==> src/rtl/duv_pkg.sv <==
// Constants, types and carriers shared by the undervoltage and select bank.
package duv_pkg;

    // ****************************************************************
    // Sizes and register map
    // ****************************************************************
    localparam int        NUM_CH       = 8;
    localparam int        SEL_W        = 3;
    localparam int        DATA_W       = 8;
    localparam int        NUM_SEL_REGS = 4;
    localparam int        SEL_LO_LSB   = 0;
    localparam int        SEL_HI_LSB   = 3;
    localparam int        SEL_FIELDS_W = 2 * SEL_W;
    localparam logic [7:0] ADDR_UV       = 8'h27;
    localparam logic [7:0] ADDR_SEL_CH12 = 8'h28;
    localparam logic [7:0] ADDR_SEL_CH34 = 8'h29;
    localparam logic [7:0] ADDR_SEL_CH56 = 8'h2a;
    localparam logic [7:0] ADDR_SEL_CH78 = 8'h2b;
    localparam logic [7:0] UV_RESET      = 8'h00;
    localparam logic [5:0] SEL_RESET     = 6'h00;
    localparam logic [7:0] RDATA_IDLE    = 8'h00;

    // ****************************************************************
    // Source select encoding
    // ****************************************************************
    localparam logic [2:0] SEL_PIN     = 3'h0;
    localparam logic [2:0] SEL_TEMP    = 3'h1;
    localparam logic [2:0] SEL_REF     = 3'h2;
    localparam logic [2:0] SEL_AREG    = 3'h3;
    localparam logic [2:0] SEL_REG_ALT = 3'h4;
    localparam logic [2:0] SEL_IFACE   = 3'h5;
    localparam logic [2:0] SEL_GROUND  = 3'h6;
    localparam logic [2:0] SEL_ASUPPLY = 3'h7;

    typedef enum logic [2:0] {
        SRC_PIN,
        SRC_TEMP,
        SRC_REF_X4,
        SRC_AREG_X4,
        SRC_DREG_X4,
        SRC_IFACE_SUPPLY,
        SRC_ANALOG_GROUND,
        SRC_ASUPPLY
    } duv_source_t;

    // ****************************************************************
    // Register access carrier
    // ****************************************************************
    typedef struct packed {
        logic              wr;
        logic              rd;
        logic [7:0]        addr;
        logic [DATA_W-1:0] wdata;
    } duv_reg_req_t;

endpackage

==> src/rtl/duv_source_decoder.sv <==
// Decodes one channel's source select into the routed analog source.
module duv_source_decoder
    import duv_pkg::*;
#(
    parameter bit ODD_CHANNEL = 1'b1
) (
    input  wire logic             clk_i,
    input  wire logic             reset_n_i,
    input  wire logic [SEL_W-1:0] sel_i,
    output duv_source_t           route_o
);

    duv_source_t route_reg;
    duv_source_t route_next;
    duv_source_t alt_source;

    // Code 100 names the digital regulator on odd channels only.
    assign alt_source = ODD_CHANNEL ? SRC_DREG_X4 : SRC_AREG_X4;

    always_comb begin
        unique case (sel_i)
            SEL_PIN:     route_next = SRC_PIN;
            SEL_TEMP:    route_next = SRC_TEMP;
            SEL_REF:     route_next = SRC_REF_X4;
            SEL_AREG:    route_next = SRC_AREG_X4;
            SEL_REG_ALT: route_next = alt_source;
            SEL_IFACE:   route_next = SRC_IFACE_SUPPLY;
            SEL_GROUND:  route_next = SRC_ANALOG_GROUND;
            SEL_ASUPPLY: route_next = SRC_ASUPPLY;
        endcase
    end

    always_ff @(posedge clk_i or negedge reset_n_i) begin
        if (!reset_n_i) begin
            route_reg <= SRC_PIN;
        end else begin
            route_reg <= route_next;
        end
    end

    assign route_o = route_reg;
endmodule

==> src/rtl/duv_diag_bank.sv <==
// Undervoltage flags and per-channel source select register bank.
//
// Operation
// - Undervoltage flag register at 0x27, bit per channel.
// - Flags reset zero, read back, write-one clears.
// - Register 0x28: channel 2 [5:3], channel 1 [2:0].
// - Register 0x29: channel 4 upper, channel 3 lower.
// - Register 0x2a: channel 6 upper, channel 5 lower.
// - Select registers reset to zero, pin routed.
// - Select 000 routes the channel's own pin.
// - Select 001 routes the temperature sensor.
// - Select 010 routes four times reference.
// - Select 011 routes four times analog regulator.
// - Select 100: digital regulator odd, analog even.
// - Selects 101-111: interface supply, ground, supply.
// - Register 0x2b selects channels 7 and 8.
// - Flag sets only when channel check enabled.
// - Channel 8 select in [5:3], same encoding.
module duv_diag_bank
    import duv_pkg::*;
#(
    parameter int CHANNELS = NUM_CH
) (
    input  wire logic              clk_i,
    input  wire logic              reset_n_i,
    input  duv_reg_req_t           reg_req_i,
    output logic [DATA_W-1:0]      reg_rdata_o,
    output logic                   reg_rvalid_o,
    input  wire logic [CHANNELS-1:0] uv_detect_i,
    input  wire logic [CHANNELS-1:0] voltage_check_enables_i,
    output logic [CHANNELS-1:0]    undervoltage_error_flags_o,
    output duv_source_t            route_o [CHANNELS]
);

    // ****************************************************************
    // Address decode
    // ****************************************************************
    function automatic logic is_sel_addr(input logic [7:0] addr);
        return (addr >= ADDR_SEL_CH12) && (addr <= ADDR_SEL_CH78);
    endfunction

    function automatic logic [1:0] sel_index(input logic [7:0] addr);
        logic [7:0] diff;
        diff = addr - ADDR_SEL_CH12;
        return diff[1:0];
    endfunction

    wire logic       wr_uv;
    wire logic       wr_sel;
    wire logic       rd_uv;
    wire logic       rd_sel;
    wire logic [1:0] wr_idx;
    wire logic [1:0] rd_idx;

    assign wr_uv  = reg_req_i.wr && (reg_req_i.addr == ADDR_UV);
    assign rd_uv  = reg_req_i.rd && (reg_req_i.addr == ADDR_UV);
    assign wr_sel = reg_req_i.wr && is_sel_addr(reg_req_i.addr);
    assign rd_sel = reg_req_i.rd && is_sel_addr(reg_req_i.addr);
    assign wr_idx = sel_index(reg_req_i.addr);
    assign rd_idx = sel_index(reg_req_i.addr);

    // ****************************************************************
    // Undervoltage detector synchroniser
    // ****************************************************************
    logic [CHANNELS-1:0] uv_meta_reg;
    logic [CHANNELS-1:0] uv_sync_reg;

    always_ff @(posedge clk_i or negedge reset_n_i) begin
        if (!reset_n_i) begin
            uv_meta_reg <= '0;
            uv_sync_reg <= '0;
        end else begin
            uv_meta_reg <= uv_detect_i;
            uv_sync_reg <= uv_meta_reg;
        end
    end

    // ****************************************************************
    // Undervoltage flags
    // ****************************************************************
    logic [CHANNELS-1:0] uv_flags_reg;
    logic [CHANNELS-1:0] uv_flags_next;
    wire  logic [CHANNELS-1:0] uv_set;
    wire  logic [CHANNELS-1:0] uv_clear;

    // Only channels with their check enabled can raise a flag.
    assign uv_set   = uv_sync_reg & voltage_check_enables_i;
    assign uv_clear = wr_uv ? reg_req_i.wdata[CHANNELS-1:0] : '0;
    // A detector event in the clearing cycle wins over the clear.
    assign uv_flags_next = (uv_flags_reg & ~uv_clear) | uv_set;

    always_ff @(posedge clk_i or negedge reset_n_i) begin
        if (!reset_n_i) begin
            uv_flags_reg <= UV_RESET[CHANNELS-1:0];
        end else begin
            uv_flags_reg <= uv_flags_next;
        end
    end

    assign undervoltage_error_flags_o = uv_flags_reg;

    // ****************************************************************
    // Source select registers
    // ****************************************************************
    logic [SEL_FIELDS_W-1:0] sel_reg [NUM_SEL_REGS];

    // Only the two select fields are stored; bits 7 and 6 drop.
    always_ff @(posedge clk_i or negedge reset_n_i) begin
        if (!reset_n_i) begin
            for (int i = 0; i < NUM_SEL_REGS; i++) begin
                sel_reg[i] <= SEL_RESET;
            end
        end else if (wr_sel) begin
            sel_reg[wr_idx] <= reg_req_i.wdata[SEL_FIELDS_W-1:0];
        end
    end

    // Odd channels take the lower field, even channels the upper one.
    genvar ch;
    generate
        for (ch = 0; ch < CHANNELS; ch++) begin : g_chan
            wire logic [SEL_W-1:0] chan_sel;
            assign chan_sel = (ch % 2 == 0)
                ? sel_reg[ch/2][SEL_LO_LSB +: SEL_W]
                : sel_reg[ch/2][SEL_HI_LSB +: SEL_W];
            duv_source_decoder #(
                .ODD_CHANNEL ((ch % 2) == 0)
            ) u_decoder (
                .clk_i     (clk_i),
                .reset_n_i (reset_n_i),
                .sel_i     (chan_sel),
                .route_o   (route_o[ch])
            );
        end
    endgenerate

    // ****************************************************************
    // Read path
    // ****************************************************************
    logic [DATA_W-1:0] rdata_reg;
    logic              rvalid_reg;
    wire  logic [DATA_W-1:0] rdata_next;

    // Unmapped addresses read as zero; reserved select bits read zero.
    assign rdata_next = rd_uv  ? DATA_W'(uv_flags_reg) :
                        rd_sel ? DATA_W'(sel_reg[rd_idx]) :
                                 RDATA_IDLE;

    always_ff @(posedge clk_i or negedge reset_n_i) begin
        if (!reset_n_i) begin
            rdata_reg  <= RDATA_IDLE;
            rvalid_reg <= 1'b0;
        end else begin
            rdata_reg  <= rdata_next;
            rvalid_reg <= reg_req_i.rd;
        end
    end

    assign reg_rdata_o  = rdata_reg;
    assign reg_rvalid_o = rvalid_reg;
endmodule

==> config.mk <==
export PLATFORM = sky130hd
export DESIGN_NAME = duv_diag_bank
export DESIGN_NICKNAME = d
export VERILOG_FILES = /design/src/rtl/duv_pkg.sv /design/src/rtl/duv_source_decoder.sv /design/src/rtl/duv_diag_bank.sv
export SDC_FILE = /design/constraint.sdc
export NUM_CORES = 1
export LEC_CHECK = 0
export ABC_AREA = 1
export BUFFER_PORTS_ARGS = -buffer_cell sky130_fd_sc_hd__buf_2
export CAP_MARGIN = 25
export CORE_ASPECT_RATIO = 1.5
export CORE_MARGIN = 2
export CORE_UTILIZATION = 30
export CTS_BUF_LIST = sky130_fd_sc_hd__clkbuf_4
export CTS_CLUSTER_DIAMETER = 120
export CTS_CLUSTER_SIZE = 25
export DETAILED_ROUTE_END_ITERATION = 8
export PLACE_DENSITY = 0.62
export SETUP_SLACK_MARGIN = 0.2
export SYNTH_ARGS = -nofsm -noshare
export SYNTH_HDL_FRONTEND = slang
export SYNTH_HIERARCHICAL = 1
export SYNTH_SLANG_ARGS = --single-unit
export TNS_END_PERCENT = 10
==> constraint.sdc <==
create_clock -name clk_i -period 0.8 [get_ports clk_i]
set_input_delay 0 -clock clk_i [delete_from_list [all_inputs] [get_ports clk_i]]
set_output_delay 0 -clock clk_i [all_outputs]
set_load 0.01 [all_outputs]
==> impl_metrics.tcl, run 1 <==
set metrics [dict create \
    fin_cells 592 \
    grt_max_degree 32 \
    route.detailed.drc 0 \
    seq_area_frac_synth_pct 65.0 \
    ys_types 19 \
    criticalPathCategory "register to output pin" \
    hold_path_class "input pin to asynchronous set/reset pin" \
    reg2reg_from "g_chan[5].chan_sel[0]" \
    pin_count 77 \
    die_w_um 87.2 \
    wire_per_inst_um 14.2 \
    initial_core_util_pct 30.8 \
    routed_wl_um 8420 \
    startpoint_type "register" \
    crit_chain "buf_2" \
    post-dp-hpwl_um 6000 \
    r2r_end "reg_rdata_o[3]" \
    grt_pass1_wl_um 13900 \
    fin_tns_setup_ps -6760 \
    critPathBufInv 1 \
    synth_cells 316 \
    place_congestion 0.878 \
    seq_power_share_pct 52.1 \
    setup_ws_ps -227 \
    ys_ff_latch 81 \
    cellLeakagePower_nw 2.48 \
    crit_end "undervoltage_error_flags_o[6]" \
    synth_area_leaders "dfrtp_1 (65%), nand2_1 (16%), nand4_1 (8.6%)" \
    ctsHoldBuffers 28 \
    critical_path_required_ps 800 \
    cts.sinks 81 \
    cp_slowest_cell "dfrtp_1" \
    r2r_cells 4 \
    max_slew_margin_pct 82.3 \
    comb_power_share_pct 12.1 \
    synth_top_area_cell "dfrtp_1" \
    antenna_cells 0 \
    cp_max_fo 3 \
    clock_power_share_pct 35.8 \
    min_period_ps 1030 \
    path_depth 1 \
    htree_levels 3 \
    root_buffer "clkbuf_4" \
    rsz0062_at_grt "yes" \
    fmaxAchievable_mhz 974 \
    crit_start "undervoltage_error_flags_o[6]" \
    p_sw_share_pct 23.8 \
    final_common_cell "nand2_1" \
    vias_per_cell 4.60 \
    fp.dieH_um 129 \
    tightest_slew_ps 264 \
    die_area_um2 11200 \
    antenna_found_initial 0 \
    drt-initial-drc-count 207 \
    clk_latency_ps 440 \
    grt.overflow.total 0 \
    vias 2722 \
    yosys_warnings 6 \
    setup_violations 46 \
    hold_viol 14 \
    nets 507 \
    clockBufferDepth 2 \
    drv_cap 0 \
    cts_buffers 9 \
    pre_cts_ws_ps -226 \
    switchingPower_mw 1.98 \
    first_global_vias 2810 \
    holdWs_ps -48.8 \
    power_mw 8.32 \
    internal_power_mw 6.34 \
    path_delay_family "flip-flops" \
    finClkSkew_ps 18.4 \
    drive_gt1_share_pct 42.9 \
    critPathArrivalTime_ps 1030 \
    rows 45 \
    area_delta_synth_final_pct 51.8 \
    netlist.area_leader.share_pct 65.0 \
    min_period_over_period_pct 128 \
    regToRegSetupSlack_ps -90 \
    final_cell_mix "nand2_1 (92), dfrtp_1 (81), buf_2 (71), nand4_1 (43), nand2_2 (33)" \
    power_density_nw_per_um2 1760 \
    dr.pass1.iters 5 \
    peakVddDrop_mv 1.14 \
    final_design_area_no_fill_um2 4730 \
    avgSynthCellArea_um2 9.87 \
    core-area_um2 10100 \
    violations "negative hold slack, negative setup slack" \
    ant_nets 0 \
    placed_cells 544 \
    cts_tree "done" \
    syn-num-nets 352 \
    syn_area_um2 3120 \
    critPathCaptureType "output pin" \
    io_buffers 76 \
    grt_use_total_pct 16.3 \
    cp_slowest_stage_delay_ps 430 \
    status "complete, but fails checks" \
    slew_viol_final 0 \
    placed_area_um2 4000 \
    clk_transition_reported_paths_ps 130 \
]
power by group through the flow:
stage          clock [mW]  sequential (mW)  combinational (mW)
3_3_place_gp            0             4.40               0.795
6_report             2.98             4.33                1.00
5_1_grt              3.24             4.35                1.11
4_1_cts              3.07             4.33               0.971
3_5_place_dp            0             4.41               0.812
2_1_floorplan           0             4.45               0.249
how the worst min path moves through the flow:
stage / start / end
final: reset_n_i / g_chan[5].u_decoder/route_o[1]
after global routing: reset_n_i / g_chan[5].u_decoder/route_o[1]
after CTS: reset_n_i / g_chan[5].u_decoder/route_o[1]
after detailed placement: reset_n_i / g_chan[7].u_decoder/route_o[1]
after global placement: reset_n_i / g_chan[7].chan_sel[1]
after floorplan: reset_n_i / g_chan[0].chan_sel[0]
layout make-up:
class / count / area (um^2)
clock inverter: 5 / 105
inverter: 25 / 123
multi-input combinational: 199 / 1060
tap: 117 / 146
sequential: 81 / 2030
fill: 980 / 5400
clock buffer: 10 / 75.1
timing repair buffer: 155 / 1200
layer usage:
metal,share of wire (%),vias up,routed length [um],global-route usage [%]
met5,0,-,0,0
met4,2.5,0,208,7.60
met3,5.0,12,417,3.59
met2,52,74,4380,27.7
met1,41,1307,3410,19.5
li1,-,1329,-,-
cells in the mapped netlist (all sizes together):
master / number
buf: 9
inv: 24
o21ai: 1
nor2: 19
nand4: 43
clkbuf: 2
nand2: 130
nand3: 5
clkinv: 1
nor3: 1
dfrtp: 81
metrics by stage:
step	hold WS (ps)	util (%)
3_3_place_gp	-114	39.4
3_5_place_dp	-113	39.4
6_report	-48.8	46.7
2_1_floorplan	-296	-
4_1_cts	-76.0	45.6
5_1_grt	-64.0	46.7
cells by family (layout without fill, tap and decap cells):
logic type / count (synthesis) / in the layout / share of synthesized area, %
AO/OA/AOI/OAI: 1 / 1 / 0.160
buffers and inverters: 36 / 195 / 5.54
flip-flops: 81 / 81 / 65.0
AND/OR/NAND/NOR: 198 / 198 / 29.3
repair_timing:
action,CTS,global route
setup buffers,5,0
endpoints found under the setup margin,105,105
pin swaps,52,25
resized for setup,47,32
endpoints found under the hold margin,125,13
Note: power is estimated with default switching activity, not from simulation.
==> run 2, diff against run 1 <==
- PLACE_DENSITY: 0.62 -> 0.6
- clock period: 0.8 -> 1.05 ns (I/O delays scaled with it)
==> impl_metrics.tcl, run 2 (synthesized netlist as in run 1, its figures left out) <==
set metrics [dict create \
    vias 2564 \
    routed_wl_um 7630 \
    hold_viol 0 \
    final_cell_mix "nand2_1 (128), dfrtp_1 (80), buf_2 (73), nand4_1 (43), dlygate4sd3_1 (29)" \
    finClkSkew_ps 13.9 \
    setup_violations 0 \
    slew_viol_final 0 \
    grt.overflow.total 0 \
    cts.sinks 81 \
    pin_count 77 \
    clk_transition_reported_paths_ps 130 \
    criticalPathCategory "register to output pin" \
    rsz0062_at_grt "yes" \
    drv_cap 0 \
    peakVddDrop_mv 0.602 \
    initial_core_util_pct 30.8 \
    drt-initial-drc-count 118 \
    hold_path_class "input pin to register" \
    htree_levels 3 \
    min_period_ps 1000 \
    grt_use_total_pct 14.3 \
    cp_max_fo 3 \
    post-dp-hpwl_um 5390 \
    internal_power_mw 4.43 \
    core-area_um2 10100 \
    clockBufferDepth 2 \
    crit_chain "buf_2" \
    cp_slowest_cell "dfrtp_1" \
    die_area_um2 11200 \
    vias_per_cell 4.58 \
    grt_max_degree 82 \
    first_global_vias 2503 \
    ant_nets 0 \
    startpoint_type "register" \
    cp_slowest_stage_delay_ps 420 \
    die_w_um 87.2 \
    holdWs_ps 32.7 \
    drive_gt1_share_pct 27.4 \
    critPathBufInv 1 \
    fp.dieH_um 129 \
    min_period_over_period_pct 95.5 \
    cts_tree "done" \
    seq_power_share_pct 56.6 \
    status "finished, final reports clean" \
    p_sw_share_pct 24.2 \
    route.detailed.drc 0 \
    path_delay_family "flip-flops" \
    pre_cts_ws_ps 33.2 \
    final_core_util_pct 41.3 \
    wire_per_inst_um 13.6 \
    nets 474 \
    switchingPower_mw 1.42 \
    critical_path_required_ps 1050 \
    power_density_nw_per_um2 1400 \
    critPathArrivalTime_ps 1000 \
    max_slew_margin_pct 71.6 \
    comb_power_share_pct 9.8 \
    tightest_slew_ps 426 \
    setup_ws_ps 46.8 \
    clk_latency_ps 420 \
    cellLeakagePower_nw 2.24 \
    grt_pass1_wl_um 12200 \
    fmaxAchievable_mhz 997 \
    antenna_found_initial 1 \
    cts_buffers 9 \
    dr.pass1.iters 5 \
    io_buffers 76 \
    root_buffer "clkbuf_4" \
    place_congestion 0.888 \
    regToRegSetupSlack_ps 160 \
    area_delta_synth_final_pct 34.4 \
    clock_power_share_pct 33.7 \
    final_common_cell "nand2_1" \
    nFillCells 1004 \
    critPathCaptureType "output pin" \
    rows 45 \
]
run 2: changes by cell type in the layout (fill, tap and decap cells not counted), sizes merged:
cell         previous run  this run
diode                   0         1
bufinv                  3         2
dlygate4sd3            28        29
clkbuf                 10         9
clkinv                  1         3
buf                   127        93
run 2: worst min-delay path, cell delays in order:
cell and delay (ps):
buf_2 120, nand2_1 110, nor2_4 80, nand3_4 90, nor2_1 40
run 2: layer usage:
metal  global-route usage, %  vias to the layer above  wire length, um
li1                        -                     1258                -
met1                    15.8                     1211             3000
met2                    24.6                       86             4090
met3                    4.17                        9              420
met4                    7.15                        0              114
met5                       0                        -                0
run 2: stage by stage:
| step | total power [mW] | cells | area [um^2] | TNS (ps) |
|---|---|---|---|---|
| CTS | 5.92 | 554 | 4130 | 0 |
| detailed placement | 3.86 | 509 | 3680 | 0 |
| global route | 6.14 | 560 | 4190 | -5.40 |
| finish | 5.85 | 560 | 4190 | 0 |
| global placement | 3.84 | 509 | 3680 | 0 |
| floorplan | 3.57 | 316 | 3120 | 0 |
run 2: final timing paths:
check | cells past startpoint | to | startpoint
min in group asynchronous | 3 | g_chan[3].u_decoder/route_o[2] | reset_n_i
worst max register to register | 4 | reg_rdata_o[2] | g_chan[4].chan_sel[2]
max in group asynchronous | 3 | uv_meta_reg[7] | reset_n_i
worst min register to register | 0 | uv_sync_reg[7] | uv_meta_reg[7]
worst max-delay path | 1 | undervoltage_error_flags_o[6] | undervoltage_error_flags_o[6]
worst min-delay path | 5 | reg_rdata_o[6] | reg_req_i[10]
run 2: area by class of cell:
type                       instances  area, um^2  share of cell area [%]
tap                              117         146                    3.49
multi-input combinational        199         927                    22.1
timing repair buffer             122         838                    20.0
clock buffer                       9        67.6                    1.61
antenna                            1        2.50                  0.0597
inverter                          25        95.1                    2.27
sequential                        81        2030                    48.4
clock inverter                     6        83.8                    2.00
run 2: power groups by stage:
| stage | Combinational (mW) | Sequential, mW | Clock, mW |
|---|---|---|---|
| after floorplan | 0.180 | 3.39 | 0 |
| after global placement | 0.471 | 3.37 | 0 |
| after detailed placement | 0.481 | 3.38 | 0 |
| after CTS | 0.565 | 3.31 | 2.04 |
| after global routing | 0.638 | 3.33 | 2.18 |
| final | 0.571 | 3.31 | 1.97 |
run 2: timing repair:
action / CTS / global route
resized for setup: 0 / 5
setup endpoints to repair: 43 / 50
hold buffers: 29 / 1
gates cloned: 0 / 0
pin swaps: 0 / 5
buffers inserted: 1 / 5
hold endpoints to repair: 129 / 5
==> run 3, diff against run 2 <==
- CORE_UTILIZATION: 30 -> 55
- PLACE_DENSITY: 0.6 -> 0.92
==> impl_metrics.tcl, run 3 (synthesized netlist as in run 1, its figures left out) <==
set metrics [dict create \
    clk_transition_reported_paths_ps 130 \
    grt_pass1_wl_um 13100 \
    rsz0062_at_grt "yes" \
    fp.dieH_um 96.2 \
    critPathBufInv 1 \
    cellLeakagePower_nw 2.30 \
    first_global_vias 2840 \
    clk_latency_ps 440 \
    vias_per_cell 5.46 \
    power_mw 5.96 \
    cts_tree "done" \
    tightest_slew_ps 334 \
    io_buffers 76 \
    rows 33 \
    fin_tns_setup_ps 0 \
    hold_path_class "input pin to asynchronous set/reset pin" \
    drv_cap 0 \
    slew_viol_final 0 \
    status "complete, but fails checks" \
    max_slew_margin_pct 77.7 \
    regToRegSetupSlack_ps 170 \
    vias 2840 \
    final_core_util_pct 77.6 \
    min_period_ps 1030 \
    power_density_nw_per_um2 1410 \
    ant_nets 0 \
    min_period_over_period_pct 98.3 \
    cp_slowest_stage_delay_ps 440 \
    reg2reg_from "g_chan[1].chan_sel[2]" \
    critical_path_required_ps 1050 \
    post-dp-hpwl_um 5070 \
    use_met2_pct 50.3 \
    antenna_cells 0 \
    final_common_cell "nand2_1" \
    critPathCaptureType "output pin" \
    critPathArrivalTime_ps 1030 \
    die_w_um 65.5 \
    grt.busiest_layer "met2" \
    root_buffer "clkbuf_4" \
    antenna_found_initial 0 \
    crit_chain "buf_2" \
    initial_core_util_pct 57.2 \
    fin_cells 520 \
    setup_violations 0 \
    path_delay_family "flip-flops" \
    placed_cells 463 \
    grt_max_degree 27 \
    core-area_um2 5450 \
    place_congestion 0.944 \
    wire_per_inst_um 16.4 \
    htree_levels 3 \
    drt-initial-drc-count 241 \
    met1_usage_pct 29.9 \
    final_cell_mix "nand2_1 (127), dfrtp_1 (79), buf_2 (73), nand4_1 (43), dlygate4sd3_1 (29)" \
    cts_buffers 9 \
    r2r_end "reg_rdata_o[5]" \
    grt.overflow.total 0 \
    cp_slowest_cell "dfrtp_1" \
    cp_max_fo 3 \
    r2r_cells 4 \
    die_area_um2 6300 \
    routed_wl_um 8500 \
    cts.sinks 81 \
    route.detailed.drc 0 \
    fmaxAchievable_mhz 968 \
    startpoint_type "register" \
    clockBufferDepth 2 \
    final_design_area_no_fill_um2 4230 \
    nets 481 \
    peakVddDrop_mv 1.03 \
    drive_gt1_share_pct 29.3 \
    hold_viol 10 \
    pin_count 77 \
    grt_use_total_pct 29.1 \
    placed_area_um2 3650 \
    area_delta_synth_final_pct 35.6 \
    criticalPathCategory "register to output pin" \
    dr.pass1.iters 5 \
    pre_cts_ws_ps 26.7 \
    holdWs_ps -16.6 \
    violations "negative hold slack" \
    met3_usage_pct 7.02 \
    setup_ws_ps 17.4 \
    finClkSkew_ps 18.0 \
]
## run 3: cell count changes in the layout (fill, tap and decap cells not counted), sizes merged
cell and change:
buf +7, diode -1, clkinvlp -2, clkbuf +3
## run 3: how the worst max path moves through the flow
| stage | from | to | slack [ps] | cells past startpoint |
|---|---|---|---|---|
| after floorplan | g_chan[6].chan_sel[2] | reg_rdata_o[2] | 290 | 4 |
| after global placement | reg_req_i[12] | g_chan[3].chan_sel[1] | 60 | 7 |
| after detailed placement | reg_req_i[12] | g_chan[6].chan_sel[0] | 30 | 7 |
| after CTS | undervoltage_error_flags_o[1] | undervoltage_error_flags_o[1] | 30 | 1 |
| after global routing | undervoltage_error_flags_o[6] | undervoltage_error_flags_o[6] | -10 | 1 |
| final | undervoltage_error_flags_o[6] | undervoltage_error_flags_o[6] | 20 | 1 |
## run 3: cell type report
class / count / area (um^2)
tap: 70 / 87.6
clock buffer: 12 / 90.1
fill: 320 / 1220
sequential: 81 / 2030
timing repair buffer: 129 / 920
clock inverter: 4 / 67.6
multi-input combinational: 199 / 940
inverter: 25 / 95.1
## run 3: metal layers
layer / part of all wire [%] / vias to the layer above / wire length [um]
met4: 6.3 / 0 / 536
met1: 34 / 1315 / 2850
met2: 52 / 196 / 4450
met3: 7.8 / 52 / 666
met5: 0 / - / 0
li1: - / 1277 / -
## run 3: timing repair
item	CTS	global route
endpoints found under the hold margin	129	4
hold buffers	29	1
gates resized for setup	0	11
buffers inserted	3	9
endpoints found under the setup margin	44	47
pin swaps	0	19
## run 3: power by group
part	leakage, nW	switching, mW	internal, mW	total, mW
Clock	0.0866	0.987	1.03	2.02
Sequential	1.04	0.0695	3.25	3.31
Combinational	1.18	0.351	0.274	0.625
Total	2.30	1.41	4.55	5.96
